`src/pkg/asp_pkg.sv`:
```
// Purpose: shared constants and state types of the async serial channel
// Assumes: APB slave, 32-bit data, 8-bit byte addresses
// Notes:   every offset and the reset values of intf, mode, baud and carrier live here
package asp_pkg;
    localparam int ADDR_W = 8;
    // register byte offsets
    localparam logic [7:0] OFS_MODE  = 8'h00;
    localparam logic [7:0] OFS_CTRL  = 8'h04;
    localparam logic [7:0] OFS_CLK   = 8'h08;
    localparam logic [7:0] OFS_BAUD  = 8'h0c;
    localparam logic [7:0] OFS_CARR  = 8'h10;
    localparam logic [7:0] OFS_TXD   = 8'h14;
    localparam logic [7:0] OFS_RXD   = 8'h18;
    localparam logic [7:0] OFS_INTF  = 8'h1c;
    localparam logic [7:0] OFS_INTE  = 8'h20;
    // mode field positions
    localparam int M_DLEN = 0;
    localparam int M_STOP = 1;
    localparam int M_PEN  = 2;
    localparam int M_PODD = 3;
    localparam int M_DIV4 = 4;
    localparam int M_RINV = 5;
    localparam int M_TINV = 6;
    localparam int M_PUP  = 7;
    localparam int M_OD   = 8;
    localparam int M_IR   = 9;
    localparam int M_CEN  = 10;
    localparam int M_CSEL = 11;
    // clock register field positions
    localparam int C_SRC = 0;
    localparam int C_DIV = 4;
    localparam int C_DBR = 8;
    // flag positions
    localparam int F_RX1 = 0;
    localparam int F_RX2 = 1;
    localparam int F_TBE = 2;
    localparam int F_TEND = 3;
    localparam int F_PE  = 4;
    localparam int F_FE  = 5;
    localparam int F_OE  = 6;
    localparam int F_TX_BUSY_FLAG = 8;
    localparam int F_RX_BUSY_FLAG = 9;
    // reset values
    localparam logic [6:0]  INTF_RST = 7'h04;
    localparam logic [11:0] MODE_RST = 12'h000;
    localparam logic [7:0]  BRT_RST  = 8'h00;
    localparam logic [3:0]  FMD_RST  = 4'h0;
    localparam logic [7:0]  CRP_RST  = 8'h00;
    // oversampling factors and infrared pulse fraction
    localparam logic [4:0]  OVS16 = 5'h10;
    localparam logic [4:0]  OVS4  = 5'h04;
    localparam logic [1:0]  IR_NUM = 2'h3;

    typedef enum logic [4:0] {
        TX_IDLE = 5'b00001, TX_START = 5'b00010, TX_DATA = 5'b00100,
        TX_PAR = 5'b01000, TX_STOP = 5'b10000
    } asp_tx_state_type;
    typedef enum logic [4:0] {
        RX_IDLE = 5'b00001, RX_START = 5'b00010, RX_DATA = 5'b00100,
        RX_PAR = 5'b01000, RX_STOP = 5'b10000
    } asp_rx_state_type;

    typedef struct packed {
        logic [12:0] cnt;
    } asp_baud_state_type;

    typedef struct packed {
        logic             pready;
        logic             pslverr;
        logic [31:0]      prdata;
        logic [11:0]      mode;
        logic             enable;
        logic [8:0]       clk_cfg;
        logic [7:0]       baud_integer;
        logic [3:0]       frac;
        logic [7:0]       crper;
        logic [6:0]       inte;
        logic [6:0]       intf;
        logic [7:0]       txbuf;
        logic             txbuf_full;
        asp_tx_state_type tx_st;
        logic [7:0]       tx_sh;
        logic [2:0]       tx_idx;
        logic             tx_stop2;
        asp_rx_state_type rx_st;
        logic [7:0]       rx_sh;
        logic [2:0]       rx_idx;
        logic             rx_stop2;
        logic             rx_perr;
        logic             rx_ferr;
        logic             ir_hold;
        logic [1:0][7:0]  fifo_d;
        logic [1:0]       fifo_pe;
        logic [1:0]       fifo_fe;
        logic [1:0]       fifo_cnt;
        logic [2:0]       div_cnt;
        logic [7:0]       car_cnt;
        logic             car_wave;
        logic             in_s1;
        logic             in_s2;
        logic             dbg_s1;
        logic             dbg_s2;
        logic             serial_out;
        logic             out_oe;
        logic             irq;
    } asp_state_type;
endpackage : asp_pkg

```
`src/logic/asp_baud.sv`:
```
// Purpose: bit timer for one direction of the channel
// Assumes: tick is one operating-clock cycle, run low parks the counter
// Notes:   fractional cycles are added once per bit
`timescale 1ns/1ps
`default_nettype none
module asp_baud (
    input  wire logic       clk,
    input  wire logic       rst_b,
    input  wire logic       tick,
    input  wire logic       run,
    input  wire logic [7:0] baud_integer,
    input  wire logic [3:0] frac,
    input  wire logic       div4,
    output logic            bit_mid,
    output logic            bit_end,
    output logic            ir_win
);
    asp_pkg::asp_baud_state_type s, s_next;
    logic [12:0] total;
    logic [16:0] cnt16;
    logic [16:0] tot3;

    // bit length and strobes
    always_comb
    begin
        total = (13'(baud_integer) + 13'h1)
                * 13'(div4 ? asp_pkg::OVS4 : asp_pkg::OVS16) + 13'(frac);
        bit_end = run & tick & (s.cnt == total - 13'h1);
        bit_mid = run & tick & (s.cnt == (total >> 1));
        cnt16 = {s.cnt, 4'h0};
        tot3 = 17'(total) * 17'(asp_pkg::IR_NUM);
        ir_win = cnt16 < tot3;
        s_next = s;
        if (!run)
            s_next.cnt = 13'h0;
        else if (bit_end)
            s_next.cnt = 13'h0;
        else if (tick)
            s_next.cnt = s.cnt + 13'h1;
    end

    // counter register
    always_ff @(posedge clk or negedge rst_b)
    begin
        if (!rst_b)
            s <= '0;
        else
            s <= s_next;
    end
endmodule : asp_baud
`default_nettype wire

```
`src/logic/asp_channel.sv`:
```
// Purpose: async serial channel with infrared and carrier output, APB regs
// Assumes: MCLK 25 MHz, clock-source ticks are MCLK-domain pulses
// Notes:   registers at byte offsets held in asp_pkg
// What this block does
// - frame is one start bit, data LSB first, optional parity, stop bits.
// - start bit always one bit long, transmit and receive.
// - data length select 0 gives seven bits, 1 gives eight.
// - stop length select 0 gives one stop bit, 1 gives two.
// - parity enable adds parity; odd select 1 odd, 0 even.
// - two-entry receive buffer, one-entry transmit buffer, full duplex.
// - parity, framing and overrun errors each have a status flag.
// - seven separate interrupt causes for buffers, end and errors.
// - bit period is (integer+1) times ratio plus fraction clock cycles.
// - baud integer is eight bits, fraction four bits.
// - separate inversion of serial input and serial output.
// - pad outputs for input pull-up and open-drain output mode.
// - serial output idles high when not inverted, unless the carrier is gated onto high periods.
// - debug without debug run freezes channel; with it keeps running.
// - operating clock from 2-bit source select and 2-bit divider.
// - return-to-zero infrared modulator and demodulator in infrared mode.
// - carrier gated onto high or low data periods by select bit.
// - infrared low pulse is 3/16 bit; use ratio 1/16 then.
// - buffered byte moves to shifter; sets empty, busy; end sets done.
// - low starts reception, busy set; stop pushes byte, sets flags.
// - stop bit of zero still stores byte, framing flag when readable.
//
// Local design decisions: the register addresses and the APB interface to the registers.
`timescale 1ns/1ps
`default_nettype none
module asp_channel (
    input  wire logic        MCLK,
    input  wire logic        RST_B,
    input  wire logic        PSEL,
    input  wire logic        PENABLE,
    input  wire logic        PWRITE,
    input  wire logic [7:0]  PADDR,
    input  wire logic [31:0] PWDATA,
    output logic [31:0]      PRDATA,
    output logic             PREADY,
    output logic             PSLVERR,
    input  wire logic [3:0]  CLK_SRC_TICK,
    input  wire logic        DEBUG_MODE,
    input  wire logic        SERIAL_IN_PIN,
    output logic             SERIAL_OUT_PIN,
    output logic             SERIAL_OUT_OE,
    output logic             INPUT_PULLUP_EN,
    output logic             OPEN_DRAIN_SEL,
    output logic             IRQ
);
    asp_pkg::asp_state_type s, s_next;
    logic       op_tick;
    logic       freeze;
    logic       t_mid, t_end, r_mid, r_end, ir_win;
    logic       line;
    logic       apb_acc;
    logic [6:0] set_v;
    logic [6:0] clr_v;
    logic       tx_bit;
    logic       tx_par;
    logic [2:0] last_idx;

    // address decode behind the error answer, which also blocks writes
    function automatic logic mapped(input logic [7:0] a);
        mapped = (a <= asp_pkg::OFS_INTE) && (a[1:0] == 2'h0);
    endfunction : mapped

    // operating clock: selected source divided, gated in debug
    always_comb
    begin
        freeze = s.dbg_s2 & ~s.clk_cfg[asp_pkg::C_DBR];
        op_tick = s.enable & ~freeze
            & CLK_SRC_TICK[s.clk_cfg[asp_pkg::C_SRC +: 2]]
            & (s.div_cnt == 3'((4'h1 << s.clk_cfg[asp_pkg::C_DIV +: 2])
                                - 4'h1));
    end

    asp_baud u_tx_baud (
        .clk     (MCLK),
        .rst_b   (RST_B),
        .tick    (op_tick),
        .run     (s.tx_st != asp_pkg::TX_IDLE),
        .baud_integer     (s.baud_integer),
        .frac    (s.frac),
        .div4    (s.mode[asp_pkg::M_DIV4]),
        .bit_mid (t_mid),
        .bit_end (t_end),
        .ir_win  (ir_win)
    );

    asp_baud u_rx_baud (
        .clk     (MCLK),
        .rst_b   (RST_B),
        .tick    (op_tick),
        .run     (s.rx_st != asp_pkg::RX_IDLE),
        .baud_integer     (s.baud_integer),
        .frac    (s.frac),
        .div4    (s.mode[asp_pkg::M_DIV4]),
        .bit_mid (r_mid),
        .bit_end (r_end),
        .ir_win  ()
    );

    // next-state logic of the whole channel
    always_comb
    begin
        s_next = s;
        set_v = 7'h0;
        clr_v = 7'h0;
        tx_bit = 1'b1;
        apb_acc = PSEL & PENABLE & s.pready;
        last_idx = s.mode[asp_pkg::M_DLEN] ? 3'h7 : 3'h6;
        tx_par = ^(s.tx_sh & {s.mode[asp_pkg::M_DLEN], 7'h7f})
                 ^ s.mode[asp_pkg::M_PODD];
        // pin synchronisers
        s_next.in_s1 = SERIAL_IN_PIN;
        s_next.in_s2 = s.in_s1;
        s_next.dbg_s1 = DEBUG_MODE;
        s_next.dbg_s2 = s.dbg_s1;
        // source divider and carrier wave
        if (s.enable & ~freeze & CLK_SRC_TICK[s.clk_cfg[asp_pkg::C_SRC +: 2]])
            s_next.div_cnt = op_tick ? 3'h0 : s.div_cnt + 3'h1;
        if (op_tick)
        begin
            s_next.car_cnt = (s.car_cnt == s.crper) ? 8'h0 : s.car_cnt + 8'h1;
            if (s.car_cnt == s.crper)
                s_next.car_wave = ~s.car_wave;
        end
        // input inversion and infrared demodulation
        line = s.in_s2 ^ s.mode[asp_pkg::M_RINV];
        if (s.mode[asp_pkg::M_IR])
        begin
            if (!line)
                s_next.ir_hold = 1'b1;
            else if (r_end)
                s_next.ir_hold = 1'b0;
            line = line & ~s.ir_hold;
        end
        else
            s_next.ir_hold = 1'b0;

        // APB: answer one cycle after setup
        s_next.pready = PSEL & ~PENABLE;
        if (PSEL & ~PENABLE)
        begin
            s_next.pslverr = ~mapped(PADDR);
            unique case (PADDR)
                asp_pkg::OFS_MODE: s_next.prdata = 32'(s.mode);
                asp_pkg::OFS_CTRL: s_next.prdata = 32'(s.enable);
                asp_pkg::OFS_CLK:  s_next.prdata = 32'(s.clk_cfg);
                asp_pkg::OFS_BAUD: s_next.prdata = 32'({s.frac, s.baud_integer});
                asp_pkg::OFS_CARR: s_next.prdata = 32'(s.crper);
                asp_pkg::OFS_TXD:  s_next.prdata = 32'(s.txbuf);
                asp_pkg::OFS_RXD:  s_next.prdata = 32'(s.fifo_d[0]);
                asp_pkg::OFS_INTF: s_next.prdata = 32'({
                                       s.rx_st != asp_pkg::RX_IDLE,
                                       s.tx_st != asp_pkg::TX_IDLE,
                                       1'b0, s.intf});
                asp_pkg::OFS_INTE: s_next.prdata = 32'(s.inte);
                default:           s_next.prdata = 32'h0;
            endcase
        end
        if (apb_acc & PWRITE & ~s.pslverr)
        begin
            unique case (PADDR)
                asp_pkg::OFS_MODE: s_next.mode = PWDATA[11:0];
                asp_pkg::OFS_CTRL: s_next.enable = PWDATA[0];
                asp_pkg::OFS_CLK:  s_next.clk_cfg = PWDATA[8:0];
                asp_pkg::OFS_BAUD:
                begin
                    s_next.baud_integer = PWDATA[7:0];
                    s_next.frac = PWDATA[11:8];
                end
                asp_pkg::OFS_CARR: s_next.crper = PWDATA[7:0];
                asp_pkg::OFS_TXD:
                begin
                    s_next.txbuf = PWDATA[7:0];
                    s_next.txbuf_full = 1'b1;
                    clr_v[asp_pkg::F_TBE] = 1'b1;
                end
                asp_pkg::OFS_INTF: clr_v = PWDATA[6:0];
                asp_pkg::OFS_INTE: s_next.inte = PWDATA[6:0];
                default:           s_next.inte = s.inte;
            endcase
        end
        // reading the receive data pops the head entry
        if (apb_acc & ~PWRITE & (PADDR == asp_pkg::OFS_RXD)
            & (s.fifo_cnt != 2'h0))
        begin
            s_next.fifo_d[0] = s.fifo_d[1];
            s_next.fifo_pe[0] = s.fifo_pe[1];
            s_next.fifo_fe[0] = s.fifo_fe[1];
            s_next.fifo_cnt = s.fifo_cnt - 2'h1;
            if (s.fifo_cnt == 2'h2)
            begin
                set_v[asp_pkg::F_PE] = s.fifo_pe[1];
                set_v[asp_pkg::F_FE] = s.fifo_fe[1];
            end
        end

        // transmitter
        unique case (s.tx_st)
            asp_pkg::TX_IDLE:
                if (s.txbuf_full & s.enable & ~freeze)
                begin
                    s_next.tx_sh = s.txbuf;
                    s_next.txbuf_full = 1'b0;
                    set_v[asp_pkg::F_TBE] = 1'b1;
                    s_next.tx_st = asp_pkg::TX_START;
                end
            asp_pkg::TX_START:
            begin
                tx_bit = 1'b0;
                if (t_end)
                begin
                    s_next.tx_idx = 3'h0;
                    s_next.tx_st = asp_pkg::TX_DATA;
                end
            end
            asp_pkg::TX_DATA:
            begin
                tx_bit = s.tx_sh[s.tx_idx];
                if (t_end)
                begin
                    s_next.tx_idx = s.tx_idx + 3'h1;
                    s_next.tx_stop2 = 1'b0;
                    if (s.tx_idx == last_idx)
                        s_next.tx_st = s.mode[asp_pkg::M_PEN]
                            ? asp_pkg::TX_PAR : asp_pkg::TX_STOP;
                end
            end
            asp_pkg::TX_PAR:
            begin
                tx_bit = tx_par;
                if (t_end)
                    s_next.tx_st = asp_pkg::TX_STOP;
            end
            asp_pkg::TX_STOP:
                if (t_end)
                begin
                    if (s.mode[asp_pkg::M_STOP] & ~s.tx_stop2)
                        s_next.tx_stop2 = 1'b1;
                    else if (s.txbuf_full)
                    begin
                        s_next.tx_sh = s.txbuf;
                        s_next.txbuf_full = 1'b0;
                        set_v[asp_pkg::F_TBE] = 1'b1;
                        s_next.tx_st = asp_pkg::TX_START;
                    end
                    else
                    begin
                        set_v[asp_pkg::F_TEND] = 1'b1;
                        s_next.tx_st = asp_pkg::TX_IDLE;
                    end
                end
        endcase

        // receiver
        unique case (s.rx_st)
            asp_pkg::RX_IDLE:
                if (~line & s.enable & ~freeze)
                begin
                    s_next.rx_st = asp_pkg::RX_START;
                    s_next.rx_sh = 8'h0;
                    s_next.rx_perr = 1'b0;
                    s_next.rx_ferr = 1'b0;
                    s_next.rx_stop2 = 1'b0;
                end
            asp_pkg::RX_START:
                if (r_mid & line)
                begin
                    s_next.rx_st = asp_pkg::RX_IDLE;
                    s_next.ir_hold = 1'b0;
                end
                else if (r_end)
                begin
                    s_next.rx_idx = 3'h0;
                    s_next.rx_st = asp_pkg::RX_DATA;
                end
            asp_pkg::RX_DATA:
            begin
                if (r_mid)
                    s_next.rx_sh[s.rx_idx] = line;
                if (r_end)
                begin
                    s_next.rx_idx = s.rx_idx + 3'h1;
                    if (s.rx_idx == last_idx)
                        s_next.rx_st = s.mode[asp_pkg::M_PEN]
                            ? asp_pkg::RX_PAR : asp_pkg::RX_STOP;
                end
            end
            asp_pkg::RX_PAR:
            begin
                if (r_mid)
                    s_next.rx_perr = (^s.rx_sh ^ line)
                        != s.mode[asp_pkg::M_PODD];
                if (r_end)
                    s_next.rx_st = asp_pkg::RX_STOP;
            end
            asp_pkg::RX_STOP:
            begin
                if (r_mid & ~line)
                    s_next.rx_ferr = 1'b1;
                if (r_end)
                    s_next.rx_stop2 = 1'b1;
                if (r_mid & ~(s.mode[asp_pkg::M_STOP] & ~s.rx_stop2))
                begin
                    s_next.rx_st = asp_pkg::RX_IDLE;
                    if (s_next.fifo_cnt == 2'h2)
                        set_v[asp_pkg::F_OE] = 1'b1;
                    else
                    begin
                        s_next.fifo_d[s_next.fifo_cnt[0]] = s.rx_sh;
                        s_next.fifo_pe[s_next.fifo_cnt[0]] = s.rx_perr;
                        s_next.fifo_fe[s_next.fifo_cnt[0]] = s.rx_ferr | ~line;
                        if (s_next.fifo_cnt == 2'h0)
                        begin
                            set_v[asp_pkg::F_RX1] = 1'b1;
                            set_v[asp_pkg::F_PE] = s.rx_perr;
                            set_v[asp_pkg::F_FE] = s.rx_ferr | ~line;
                        end
                        else
                            set_v[asp_pkg::F_RX2] = 1'b1;
                        s_next.fifo_cnt = s_next.fifo_cnt + 2'h1;
                    end
                end
            end
        endcase

        // sticky cause flags: set wins over clear
        s_next.intf = (s.intf & ~clr_v) | set_v;
        s_next.irq = |(s_next.intf & s.inte);

        // output path: infrared, carrier, inversion, pad mode
        if (s.mode[asp_pkg::M_IR])
            tx_bit = ~(~tx_bit & ir_win);
        if (s.mode[asp_pkg::M_CEN] & (tx_bit == s.mode[asp_pkg::M_CSEL]))
            tx_bit = s.car_wave;
        if (!s.enable)
            tx_bit = 1'b1;
        s_next.serial_out = tx_bit ^ s.mode[asp_pkg::M_TINV];
        s_next.out_oe = ~s.mode[asp_pkg::M_OD] | ~s_next.serial_out;
    end

    // state register
    always_ff @(posedge MCLK or negedge RST_B)
    begin
        if (!RST_B)
        begin
            s <= '0;
            s.tx_st <= asp_pkg::TX_IDLE;
            s.rx_st <= asp_pkg::RX_IDLE;
            s.mode <= asp_pkg::MODE_RST;
            s.baud_integer <= asp_pkg::BRT_RST;
            s.frac <= asp_pkg::FMD_RST;
            s.crper <= asp_pkg::CRP_RST;
            s.intf <= asp_pkg::INTF_RST;
            s.in_s1 <= 1'b1;
            s.in_s2 <= 1'b1;
            s.serial_out <= 1'b1;
            s.out_oe <= 1'b1;
        end
        else
            s <= s_next;
    end

    // outputs straight from the state register
    assign PRDATA = s.prdata;
    assign PREADY = s.pready;
    assign PSLVERR = s.pslverr;
    assign SERIAL_OUT_PIN = s.serial_out;
    assign SERIAL_OUT_OE = s.out_oe;
    assign INPUT_PULLUP_EN = s.mode[asp_pkg::M_PUP];
    assign OPEN_DRAIN_SEL = s.mode[asp_pkg::M_OD];
    assign IRQ = s.irq;
endmodule : asp_channel
`default_nettype wire

```
`config.mk`:
```
export PLATFORM = sky130hd
export DESIGN_NAME = asp_channel
export DESIGN_NICKNAME = d
export VERILOG_FILES = /design/src/pkg/asp_pkg.sv /design/src/logic/asp_baud.sv /design/src/logic/asp_channel.sv
export SDC_FILE = /design/constraint.sdc
export NUM_CORES = 1
export LEC_CHECK = 0
export BUFFER_PORTS_ARGS = -buffer_cell sky130_fd_sc_hd__buf_2
export CAP_MARGIN = 5
export CORE_MARGIN = 5
export CORE_UTILIZATION = 40
export DETAILED_ROUTE_END_ITERATION = 8
export PLACE_DENSITY = 0.69
export SYNTH_ARGS = -nofsm -noshare
export SYNTH_HDL_FRONTEND = slang
export SYNTH_SLANG_ARGS = --single-unit
```
`constraint.sdc`:
```
create_clock -name MCLK -period 13.3 [get_ports MCLK]
set_input_delay 1.995 -clock MCLK [delete_from_list [all_inputs] [get_ports MCLK]]
set_output_delay 1.995 -clock MCLK [all_outputs]
set_load 0.01 [all_outputs]
```
Word-level counts from Yosys, hierarchy flattened
Index checks and enable logic that the tools add are counted.
{"block": "totals", "register_bits": 203, "output_inout_bits": 39, "word_cells": 320}
{"block": "classes", "add_sub_neg": 12, "multipliers": 2, "order_cmp": 8, "n_eq_ne": 54, "shifts": 1, "mux": 107, "n_bitwise": 57, "reduce_logical": 36}
{"op": "one-hot mux 12 bit (9 select lines)", "n": 1}
{"op": "2-to-1 mux 13 bit", "n": 7}
{"op": "2-to-1 mux 14 bit", "n": 6}
{"op": "2-to-1 mux 5 bit", "n": 12}
{"op": "one-hot mux 5 bit (5 select lines)", "n": 2}
{"op": "2-to-1 mux 8 bit", "n": 5}
{"op": "inequality test 2 bit (second input constant)", "n": 20}
{"op": "equality test 8 x 5 -> 1 bit (second input constant)", "n": 4}
{"op": "one-hot mux 8 bit (2 select lines)", "n": 2}
{"op": "2-to-1 mux 1 bit", "n": 30}
{"op": "AND 1 bit", "n": 29}
{"op": "2-to-1 mux 3 bit", "n": 9}
{"op": "adder 13 x 1 -> 13 bit (second input constant)", "n": 2}
{"op": "equality test 13 bit", "n": 2}
{"op": "2-to-1 mux 2 bit", "n": 11}
{"op": "AND reduction 3 bit", "n": 6}
{"op": "less-than comparator 17 x 15 -> 1 bit", "n": 1}
{"op": "NOT 1 bit", "n": 17}
{"op": "bitwise mux 16 bit", "n": 1}
{"op": "equality test 8 x 4 -> 1 bit (second input constant)", "n": 2}
{"op": "AND reduction 2 bit", "n": 8}
{"op": "nonzero test 2 bit", "n": 8}
{"op": "parity 8 bit", "n": 2}
{"op": "multiplier 13 x 2 -> 15 bit (second input constant)", "n": 1}
{"op": "57 further kinds", "n": 89}

Logic depth before layout (Yosys ltp)
Gate-level depths: netlist of the first run.
{"block": "logic_depth", "word_depth": 15, "mapped_depth": 29}

Cells and area by module
Synthesis of the first run repeated with hierarchy kept, for this count alone.
{"block": "hier_totals", "cells_unflattened": 1460, "area_unflattened_um2": 14032.2}
{"mod": "asp_channel", "instances": 1, "cells_per_inst": 781, "area_each_um2": 8254.2, "seq_area_each_um2": 3887.5}
{"mod": "asp_baud at u_tx_baud", "instances": 1, "cells_per_inst": 350, "area_each_um2": 2954.1, "seq_area_each_um2": 325.3}
{"mod": "asp_baud at u_rx_baud", "instances": 1, "cells_per_inst": 329, "area_each_um2": 2824.0, "seq_area_each_um2": 325.3}

Least setup slack after synthesis of the first run
No wires, ideal clock.
{"block": "synth_path", "kind": "register to register", "start": "register s[113] (netlist name)", "end": "register s, in the netlist SERIAL_OUT_PIN", "setup_ns": 0.079, "arrival_ns": 5.603, "slack_ns": 7.618, "stages_incl_launch_ff": 30, "cell_sequence": "dfrtp_1 ha_1 and4_1 nand2_1 xor2_1 nor2_1 ha_1 ha_1 ha_1 ha_1 buf_6 nor3_1 a211oi_2 xor2_2 inv_1 xnor2_1 nand2_1 o41ai_1 a21o_1 a21oi_1 xor2_1 ha_1 a21oi_1 nand2_1 a211o_1 a21oi_1 o21ai_0 a21oi_1 a31oi_1 o211a_1"}
{"item": "end signal, assigned", "line_no": "asp_channel.sv:363", "source": "s <= s_next;"}
{"item": "end, declared", "line_no": "asp_channel.sv:50", "source": "asp_pkg::asp_state_type s, s_next;"}

==> flow_metrics.py, run 1 <==
metrics = {
    "die": {
        "die_h_um": 184.2,
        "num_rows": 63,
        "initial_core_util_pct": 40.74,
        "fp.dieW_um": 184.2,
        "placeableCoreArea_um2": 29800,
        "die_area_um2": 33930,
        "ios": 90,
    },
    "setup_path": {
        "r2r_cells": 28,
        "slowest_delay_ns": 0.50,
        "worstPathArrival_ns": 7.23,
        "worstSetupPathType": "reg2reg",
        "required_ns": 13.67,
        "worst-path-buf-inv": 1,
        "slowest_stage": "xor2_2",
        "critical_path_depth": 28,
        "critPathLaunchType": "flip-flop",
        "path_max_fanout": 9,
        "end_kind": "flip-flop",
        "path_delay_family": "compound AO/OA/AOI/OAI gates",
        "crit_top_cell": "ha_1",
    },
    "routing": {
        "ant_nets": 0,
        "post-route-drc-count": 0,
        "wl_per_cell_um": 18.32,
        "routed_wl_um": 30140,
        "vias": 9381,
        "drt_iter0_markers": 921,
        "routed_via_density": 5.703,
        "dr.pass1.iters": 6,
    },
    "clocking": {
        "ctsHoldBuffers": 0,
        "clock_latency_ns": 0.44,
        "cts-root-buf": "clkbuf_16",
        "cts_tree": "yes",
        "postCtsSetupRepairBufs": 0,
        "post_cts_resized": 0,
        "clkSinkCount": 181,
        "clockBufferDepth": 2,
        "htreeDepth": 4,
        "path_clk_slew_ns": 0.07,
        "cts-buffers-inserted": 17,
    },
    "synthesis": {
        "syn_inst": 1223,
        "synth.distinct_cells": 86,
        "syn_avg_cell_area_um2": 9.925,
        "async_reset_ff_share_pct": 100.0,
        "syn_area_um2": 12140,
        "ys.flop_type": "dfrtp_1",
        "yosysSeqAreaShare_pct": 37.39,
        "ys_seq_elements": 181,
        "synth_edf_count": 0,
        "yosysWarnings": 0,
    },
    "final_layout": {
        "syn2layout_area_growth_pct": 8.937,
        "nNetsFinal": 1367,
        "drive_gt1_share_pct": 14.50,
        "diodes": 0,
        "regArea_um2": 4538,
        "num-fill-cells": 2826,
        "multi_input_area_um2": 7087,
        "final_common_cell": "dfrtp_1",
        "final_cell_area_um2": 13220,
        "final_cell_mix": "dfrtp_1 (174), nand2_1 (87), nor2_1 (79)",
    },
    "timing": {
        "fmax_ghz": 0.1457,
        "hold_slack_ns": 0.3503,
        "min_period_ns": 6.863,
        "fin_skew_ns": 0.006104,
        "tightest_slew_ns": 0.9716,
        "setup_tns_ns": 0,
        "setup_viol_count_final": 0,
        "timing.final.crit_share_pct": 51.60,
        "relSlewSlack_pct": 35.22,
        "finalHoldViolCount": 0,
        "rsz0062_at_grt": "no",
        "slew_viol_final": 0,
    },
    "run": {
        "cap_viol_max_count": 0,
    },
    "placement": {
        "place_area_um2": 12550,
        "place_congestion": 0.8883,
        "port_buffers": 49,
        "dp_hpwl_um": 22400,
    },
    "global_routing": {
        "grt_max_degree": 105,
        "antenna_found_initial": 1,
        "grt_usage_pct": 17.87,
        "grt_overflow": 0,
        "grt_pass1_wl_um": 48490,
        "first_global_vias": 9018,
    },
    "status": {
        "status": "finished, final reports clean",
    },
    "power_and_ir_drop": {
        "power_density_nw_per_um2": 90.57,
        "finalPower_mw": 1.198,
        "ir_drop_uv": 80.92,
        "p_leak_nw": 6.313,
    },
    "hold_path": {
        "worstHoldPathType": "reg2reg",
        "whs_path_depth": 0,
    },
}
-- cell type report --
cell class | count | area share, %
Clock buffer | 17 | 3.217
Tap cell | 390 | 3.690
Inverter | 44 | 1.249
Multi-Input combinational cell | 947 | 53.60
Sequential cell | 181 | 34.32
Clock inverter | 14 | 1.836
Timing Repair Buffer | 52 | 2.091
-- routing by layer --
| layer | wire [µm] | global-route usage (%) | vias up |
|---|---|---|---|
| li1 | - | - | 4398 |
| met1 | 13480 | 25.32 | 4673 |
| met2 | 14250 | 28.22 | 275 |
| met3 | 1930 | 3.671 | 33 |
| met4 | 476 | 4.318 | 2 |
| met5 | 7 | 0 | - |
-- cell usage after synthesis (5+ instances only) --
library cell,instances,area [µm²]
dfrtp_1,174,4354
nand2_1,87,326.6
nor2_1,79,296.5
o21ai_0,74,370.4
ha_1,71,888.4
mux2_2,71,799.5
xnor2_1,55,481.7
a21oi_1,43,215.2
inv_1,43,161.4
nand3_1,42,210.2
xor2_1,37,324.1
nor3_1,34,170.2
clkbuf_1,33,123.9
buf_4,32,240.2
a21o_1,25,187.7
and3_1,25,156.4
mux2i_1,22,220.2
a22oi_1,16,120.1
nor2b_1,15,93.84
nor3b_1,13,97.59
nand2b_1,12,75.07
nand4_1,12,75.07
xnor3_1,12,270.3
a22o_1,11,96.34
nand3b_1,10,75.07
a221oi_1,9,78.83
mux2_1,8,90.09
or3_1,8,50.05
and2_1,7,43.79
dfstp_2,7,183.9
o211ai_1,7,52.55
a21boi_0,6,45.04
nor4_1,6,37.54
o21a_1,6,45.04
a31oi_1,5,31.28
buf_2,5,25.02
o21ai_1,5,25.02
o22ai_1,5,31.28
o31ai_1,5,37.54
-- kinds of logic after synthesis --
logic type               share of synthesized area [%]
AO/OA/AOI/OAI                                    14.64
XOR/XNOR                                         9.525
adder cells (fa/ha/maj)                          7.649
buffers and inverters                            4.999
flip-flops                                       37.39
multiplexers                                     9.700
other                                          0.03089
AND/OR/NAND/NOR                                  16.07
-- worst paths after layout --
| kind | startpoint | to | slack (ns) |
|---|---|---|---|
| max in group asynchronous | RST_B | PRDATA[11] | 10.19 |
| setup / recovery | s[114] | SERIAL_OUT_PIN | 6.44 |
| min in group asynchronous | RST_B | PREADY | 1.61 |
| hold reg to reg | s[4] | s[3] | 0.35 |
| setup reg to reg | s[114] | SERIAL_OUT_PIN | 6.44 |
| hold / removal | s[4] | s[3] | 0.35 |
-- stage by stage --
step                util, %  worst slack (ns)  cells
floorplan                 -             7.618   1248
global placement      42.13             6.792   1614
detailed placement    42.13             6.627   1614
CTS                   44.38             6.479   1645
global route          44.38             6.005   1645
finish                44.38             6.437   1645
-- flip-flops by register name, indices dropped and copies added (netlist names) --
signal           flops
SERIAL_OUT_OE        1
SERIAL_OUT_PIN       1
INPUT_PULLUP_EN      1
IRQ                  1
s                  136
OPEN_DRAIN_SEL       1
PSLVERR              1
PRDATA              12
u_rx_baud.s         13
PREADY               1
u_tx_baud.s         13
-- power breakdown --
group	total (mW)	internal, mW	switching (mW)	leakage, nW
combinational	0.0639	0.0220	0.0419	3.56
sequential	0.552	0.552	0.000704	2.42
clock	0.581	0.354	0.227	0.329
No activity file was read; power rests on OpenSTA's default activity.
==> run 2, diff against run 1 <==
- PLACE_DENSITY: 0.69 -> 0.71
- clock period: 13.3 -> 5.65 ns (I/O delays scaled with it)
==> flow_metrics.py, run 2 (synthesis results as in run 1) <==
metrics = {
    "setup_path": {
        "worstPathArrival_ns": 5.74,
        "worstSetupPathType": "reg2reg",
        "required_ns": 6.02,
        "crit_top_cell": "nor2_1",
        "path_max_fanout": 5,
        "path_delay_family": "compound AO/OA/AOI/OAI gates",
        "critPathLaunchType": "flip-flop",
        "worst-path-buf-inv": 3,
        "slowest_stage": "ha_2",
        "slowest_delay_ns": 0.36,
        "end_kind": "flip-flop",
    },
    "timing": {
        "setup_viol_count_final": 0,
        "fin_skew_ns": 0.01725,
        "slew_viol_final": 0,
        "setup_tns_ns": 0,
        "min_period_ns": 5.368,
        "fmax_ghz": 0.1863,
        "finalHoldViolCount": 0,
        "hold_slack_ns": 0.3598,
        "relSlewSlack_pct": 28.67,
        "tightest_slew_ns": 1.068,
        "timing.final.crit_share_pct": 95.00,
    },
    "routing": {
        "routed_wl_um": 31750,
        "vias": 9667,
        "drt_iter0_markers": 863,
        "dr.pass1.iters": 6,
        "routed_via_density": 5.747,
        "ant_nets": 0,
        "wl_per_cell_um": 18.87,
        "post-route-drc-count": 0,
    },
    "global_routing": {
        "grt_pass1_wl_um": 50360,
        "grt_overflow": 0,
        "antenna_found_initial": 1,
        "first_global_vias": 9340,
        "grt_usage_pct": 18.61,
        "grt_max_degree": 68,
    },
    "power_and_ir_drop": {
        "finalPower_mw": 2.768,
        "power_density_nw_per_um2": 203.4,
        "p_leak_nw": 6.502,
        "ir_drop_uv": 201.8,
    },
    "final_layout": {
        "syn2layout_area_growth_pct": 12.10,
        "final_cells": 1682,
        "top_register": "s",
        "largest_register_ffs": 136,
        "largestRegisters": "s (136), u_rx_baud.s (13), u_tx_baud.s (13)",
        "drive_gt1_share_pct": 18.81,
        "nNetsFinal": 1403,
        "final_cell_mix": "dfrtp_1 (174), nand2_1 (86), nor2_1 (78)",
        "diodes": 0,
        "final_common_cell": "dfrtp_1",
    },
    "clocking": {
        "cts-root-buf": "clkbuf_16",
        "cts-buffers-inserted": 17,
        "cts_tree": "yes",
        "clock_latency_ns": 0.45,
        "htreeDepth": 4,
        "clockBufferDepth": 2,
        "path_clk_slew_ns": 0.08,
        "clkSinkCount": 181,
    },
    "die": {
        "initial_core_util_pct": 40.74,
        "num_rows": 63,
        "placeableCoreArea_um2": 29800,
        "ios": 90,
        "die_area_um2": 33930,
        "die_h_um": 184.2,
        "fp.dieW_um": 184.2,
    },
    "placement": {
        "dp_hpwl_um": 23710,
        "place_congestion": 0.9076,
        "port_buffers": 49,
        "place_inst": 1649,
    },
    "hold_path": {
        "worstHoldPathType": "reg2reg",
    },
    "status": {
        "status": "finished, final reports clean",
    },
    "run": {
        "cap_viol_max_count": 0,
    },
}
[run 2: changes by cell type in the layout (fill, tap and decap cells not counted), sizes merged]
cell and delta:
inv +3, clkbuf +4, clkinv -2, buf +36, bufinv -4
[run 2: worst paths after layout]
path / from / end / slack, ns / depth (start not counted)
max in group asynchronous: RST_B / u_tx_baud.s[10] / 4.09 / 2
min reg2reg: s[6] / s[5] / 0.36 / 0
min in group asynchronous: RST_B / s[16] / 0.41 / 1
max: s[113] / SERIAL_OUT_PIN / 0.28 / 29
min: s[6] / s[5] / 0.36 / 0
max reg2reg: s[113] / SERIAL_OUT_PIN / 0.28 / 29
[run 2: area by class of cell]
| cell class | instances | area, µm² |
|---|---|---|
| Timing Repair Buffer | 88 | 546.8 |
| Tap cell | 390 | 488.0 |
| Fill cell | 2755 | 16190 |
| Sequential cell | 181 | 4538 |
| Inverter | 44 | 165.2 |
| Clock inverter | 11 | 153.9 |
| Multi-Input combinational cell | 947 | 7234 |
| Clock buffer | 21 | 480.5 |
[run 2: what timing repair did]
| action | CTS | global route |
|---|---|---|
| endpoints found under the setup margin | 2 | 38 |
| pin swaps | 0 | 5 |
| setup buffers | 0 | 1 |
| hold buffers | 0 | 0 |
| endpoints found under the hold margin | 0 | 0 |
| gates resized for setup | 1 | 27 |
[run 2: routing by layer]
metal  vias to the layer above  share of wire [%]  track usage, %
li1                       4483                  -               -
met1                      4805                 44           25.59
met2                       309                 47           29.69
met3                        68                6.3           3.710
met4                         2                2.7           5.856
met5                         -              0.041               0
[run 2: where the power goes]
part           total [mW]  switching, mW  internal, mW
logic               0.169          0.107        0.0618
clock network        1.30          0.579         0.721
registers            1.30        0.00165          1.30
[run 2: per-stage QoR]
| stage | setup slack, ns | cell area (µm²) | util [%] |
|---|---|---|---|
| global placement | 0.03894 | 12820 | 43.04 |
| global route | -0.07283 | 13610 | 45.67 |
| finish | 0.2825 | 13610 | 45.67 |
| floorplan | 0.03854 | 12240 | - |
| detailed placement | 0.007745 | 12820 | 43.04 |
| CTS | 0.03572 | 13460 | 45.17 |
==> run 3, diff against run 2 <==
- BUFFER_PORTS_ARGS: -buffer_cell sky130_fd_sc_hd__buf_2 -> -buffer_cell sky130_fd_sc_hd__clkbuf_2
- CORE_UTILIZATION: 40 -> 56
- PLACE_DENSITY: 0.71 -> 0.9
==> flow_metrics.py, run 3 (synthesis results as in run 1) <==
metrics = {
    "clocking": {
        "cts-root-buf": "clkbuf_16",
        "clockBufferDepth": 2,
        "clock_latency_ns": 0.45,
        "cts-buffers-inserted": 17,
        "clkSinkCount": 181,
        "htreeDepth": 4,
        "cts_tree": "yes",
        "path_clk_slew_ns": 0.07,
        "ctsHoldBuffers": 0,
    },
    "placement": {
        "place_congestion": 0.9778,
        "port_buffers": 49,
        "dp_hpwl_um": 23890,
    },
    "final_layout": {
        "largestRegisters": "s (136), u_rx_baud.s (13), u_tx_baud.s (13)",
        "diodes": 0,
        "multi_input_area_um2": 7353,
        "drive_gt1_share_pct": 20.12,
        "final_common_cell": "dfrtp_1",
        "num-fill-cells": 1508,
        "top_register": "s",
        "final_util_pct": 64.13,
        "nNetsFinal": 1403,
        "syn2layout_area_growth_pct": 11.77,
        "largest_register_ffs": 136,
        "final_cell_mix": "dfrtp_1 (173), nand2_1 (86), nor2_1 (77)",
        "regArea_um2": 4539,
    },
    "timing": {
        "setup_ws_ns": -0.04668,
        "finalHoldViolCount": 0,
        "setup_tns_ns": -0.2328,
        "setup_viol_count_final": 8,
        "relSlewSlack_pct": 32.08,
        "tightest_slew_ns": 1.019,
        "slew_viol_final": 0,
        "fmax_ghz": 0.1755,
        "fin_skew_ns": 0.01763,
        "rsz0062_at_grt": "yes",
        "min_period_ns": 5.697,
        "timing.final.crit_share_pct": 100.8,
    },
    "global_routing": {
        "grt_usage_pct": 27.26,
        "grt_pass1_wl_um": 53000,
        "grt_overflow": 0,
        "grt_max_degree": 110,
        "antenna_found_initial": 0,
        "first_global_vias": 10000,
    },
    "hold_path": {
        "worstHoldPathType": "reg2reg",
        "min_from": "s[6]",
        "whs_path_depth": 0,
        "min_to": "s[5]",
    },
    "power_and_ir_drop": {
        "p_clk_share_pct": 46.3,
        "switchingPower_mw": 0.6841,
        "p_leak_nw": 6.491,
        "p_comb_share_pct": 6.7,
        "power_density_nw_per_um2": 203.5,
        "p_int_mw": 2.077,
        "pwr-share-seq_pct": 47.1,
        "ir_drop_uv": 181.4,
        "swShare_pct": 24.78,
    },
    "die": {
        "initial_core_util_pct": 57.38,
        "die_area_um2": 24720,
        "die_h_um": 157.2,
        "placeableCoreArea_um2": 21150,
        "fp.dieW_um": 157.2,
        "ios": 90,
        "num_rows": 53,
    },
    "setup_path": {
        "path_max_fanout": 9,
        "path_cells": "ha_1 -> buf_4 -> nand3_1 -> xor2_1 -> nor2_1 -> ha_1 -> ha_1 -> ha_1 -> ha_4 -> nand4_1 -> o221ai_1 -> a31oi_2 -> nor2_2 -> buf_4 -> buf_4 -> ha_1 -> a2111oi_4 -> xnor3_1 -> and4_4 -> nand3_1 -> a21bo_1 -> mux2_1",
        "worstSetupPathType": "reg2reg",
        "critPathLaunchType": "flip-flop",
        "ff2ff_setup_slack_ns": -0.05,
        "regToRegStartpoint": "s[113]",
        "path_delay_family": "adder cells",
        "critical_path_depth": 22,
        "worst-path-buf-inv": 3,
        "r2r_cells": 22,
        "crit_top_cell": "ha_1",
        "end_kind": "flip-flop",
        "slowest_stage": "a2111oi_4",
        "required_ns": 5.97,
        "worstReg2RegEnd": "s[70]",
        "worstPathArrival_ns": 6.02,
        "slowest_delay_ns": 0.46,
    },
    "routing": {
        "routed_via_density": 6.585,
        "ant_nets": 0,
        "routed_wl_um": 34840,
        "post-route-drc-count": 0,
        "dr.pass1.iters": 6,
        "wl_per_cell_um": 22.23,
        "drt_iter0_markers": 1234,
        "vias": 10320,
    },
    "status": {
        "status": "finished with violations",
        "violations": "setup timing",
    },
    "run": {
        "cap_viol_max_count": 0,
    },
}
run 3: cell types whose count changed in the layout (fill, tap and decap cells not counted), moves of 2 or more:
cell / previous run / this run
buf_2: 48 / 0
clkbuf_2: 0 / 48
clkbuf_8: 5 / 0
clkinv_4: 0 / 2
ha_1: 67 / 63
ha_4: 2 / 6
inv_1: 43 / 41
inv_2: 0 / 2
inv_8: 3 / 1
nand3_1: 42 / 40
nand3_2: 0 / 2
xor2_1: 37 / 35
xor2_2: 1 / 3
run 3: power by group through the flow:
stage / Sequential [mW] / Clock (mW) / Combinational (mW)
6_report: 1.30 / 1.28 / 0.184
5_1_grt: 1.30 / 1.33 / 0.201
4_1_cts: 1.30 / 1.28 / 0.163
3_5_place_dp: 1.32 / 0 / 0.159
3_3_place_gp: 1.32 / 0 / 0.154
2_1_floorplan: 1.32 / 0 / 0.0983
run 3: final cells by class:
| type | count | area share (%) |
|---|---|---|
| Sequential cell | 181 | 33.46 |
| Multi-Input combinational cell | 947 | 54.20 |
| Inverter | 44 | 1.217 |
| Clock buffer | 18 | 3.163 |
| Tap cell | 275 | 2.536 |
| Timing Repair Buffer | 88 | 4.012 |
| Clock inverter | 14 | 1.411 |
run 3: how the worst max path moves through the flow:
stage,from,end,slack [ns]
6_report,s[113],s[70],-0.05
2_1_floorplan,s[113],SERIAL_OUT_PIN,0.04
3_5_place_dp,s[113],SERIAL_OUT_OE,-0.03
5_1_grt,s[113],SERIAL_OUT_PIN,-0.24
4_1_cts,s[113],SERIAL_OUT_OE,0.002
3_3_place_gp,s[113],SERIAL_OUT_PIN,0.12
run 3: what timing repair did:
item,in CTS,in global routing
endpoints found under the setup margin,3,41
pin swaps,4,11
resized for setup,10,42
gates cloned,0,0
setup buffers,1,7
run 3: routing by layer:
layer,part of all wire (%),global-route usage (%),vias to the layer above
met5,0,0,-
met3,12,7.616,167
met1,37,35.57,4999
met2,46,43.25,683
li1,-,-,4470
met4,5.1,10.82,0
run 3: stage by stage:
| step | instance area [µm²] | setup WS [ns] | hold WS (ns) | total power [mW] | std cells |
|---|---|---|---|---|---|
| 2_1_floorplan | 12240 | 0.03854 | 0.3312 | 1.423 | 1248 |
| 3_3_place_gp | 12630 | 0.1175 | 0.3365 | 1.479 | 1527 |
| 3_5_place_dp | 12630 | -0.02509 | 0.3449 | 1.483 | 1527 |
| 4_1_cts | 13290 | 0.002378 | 0.3604 | 2.746 | 1560 |
| 5_1_grt | 13570 | -0.2404 | 0.3641 | 2.831 | 1567 |
| 6_report | 13570 | -0.04668 | 0.3590 | 2.761 | 1567 |
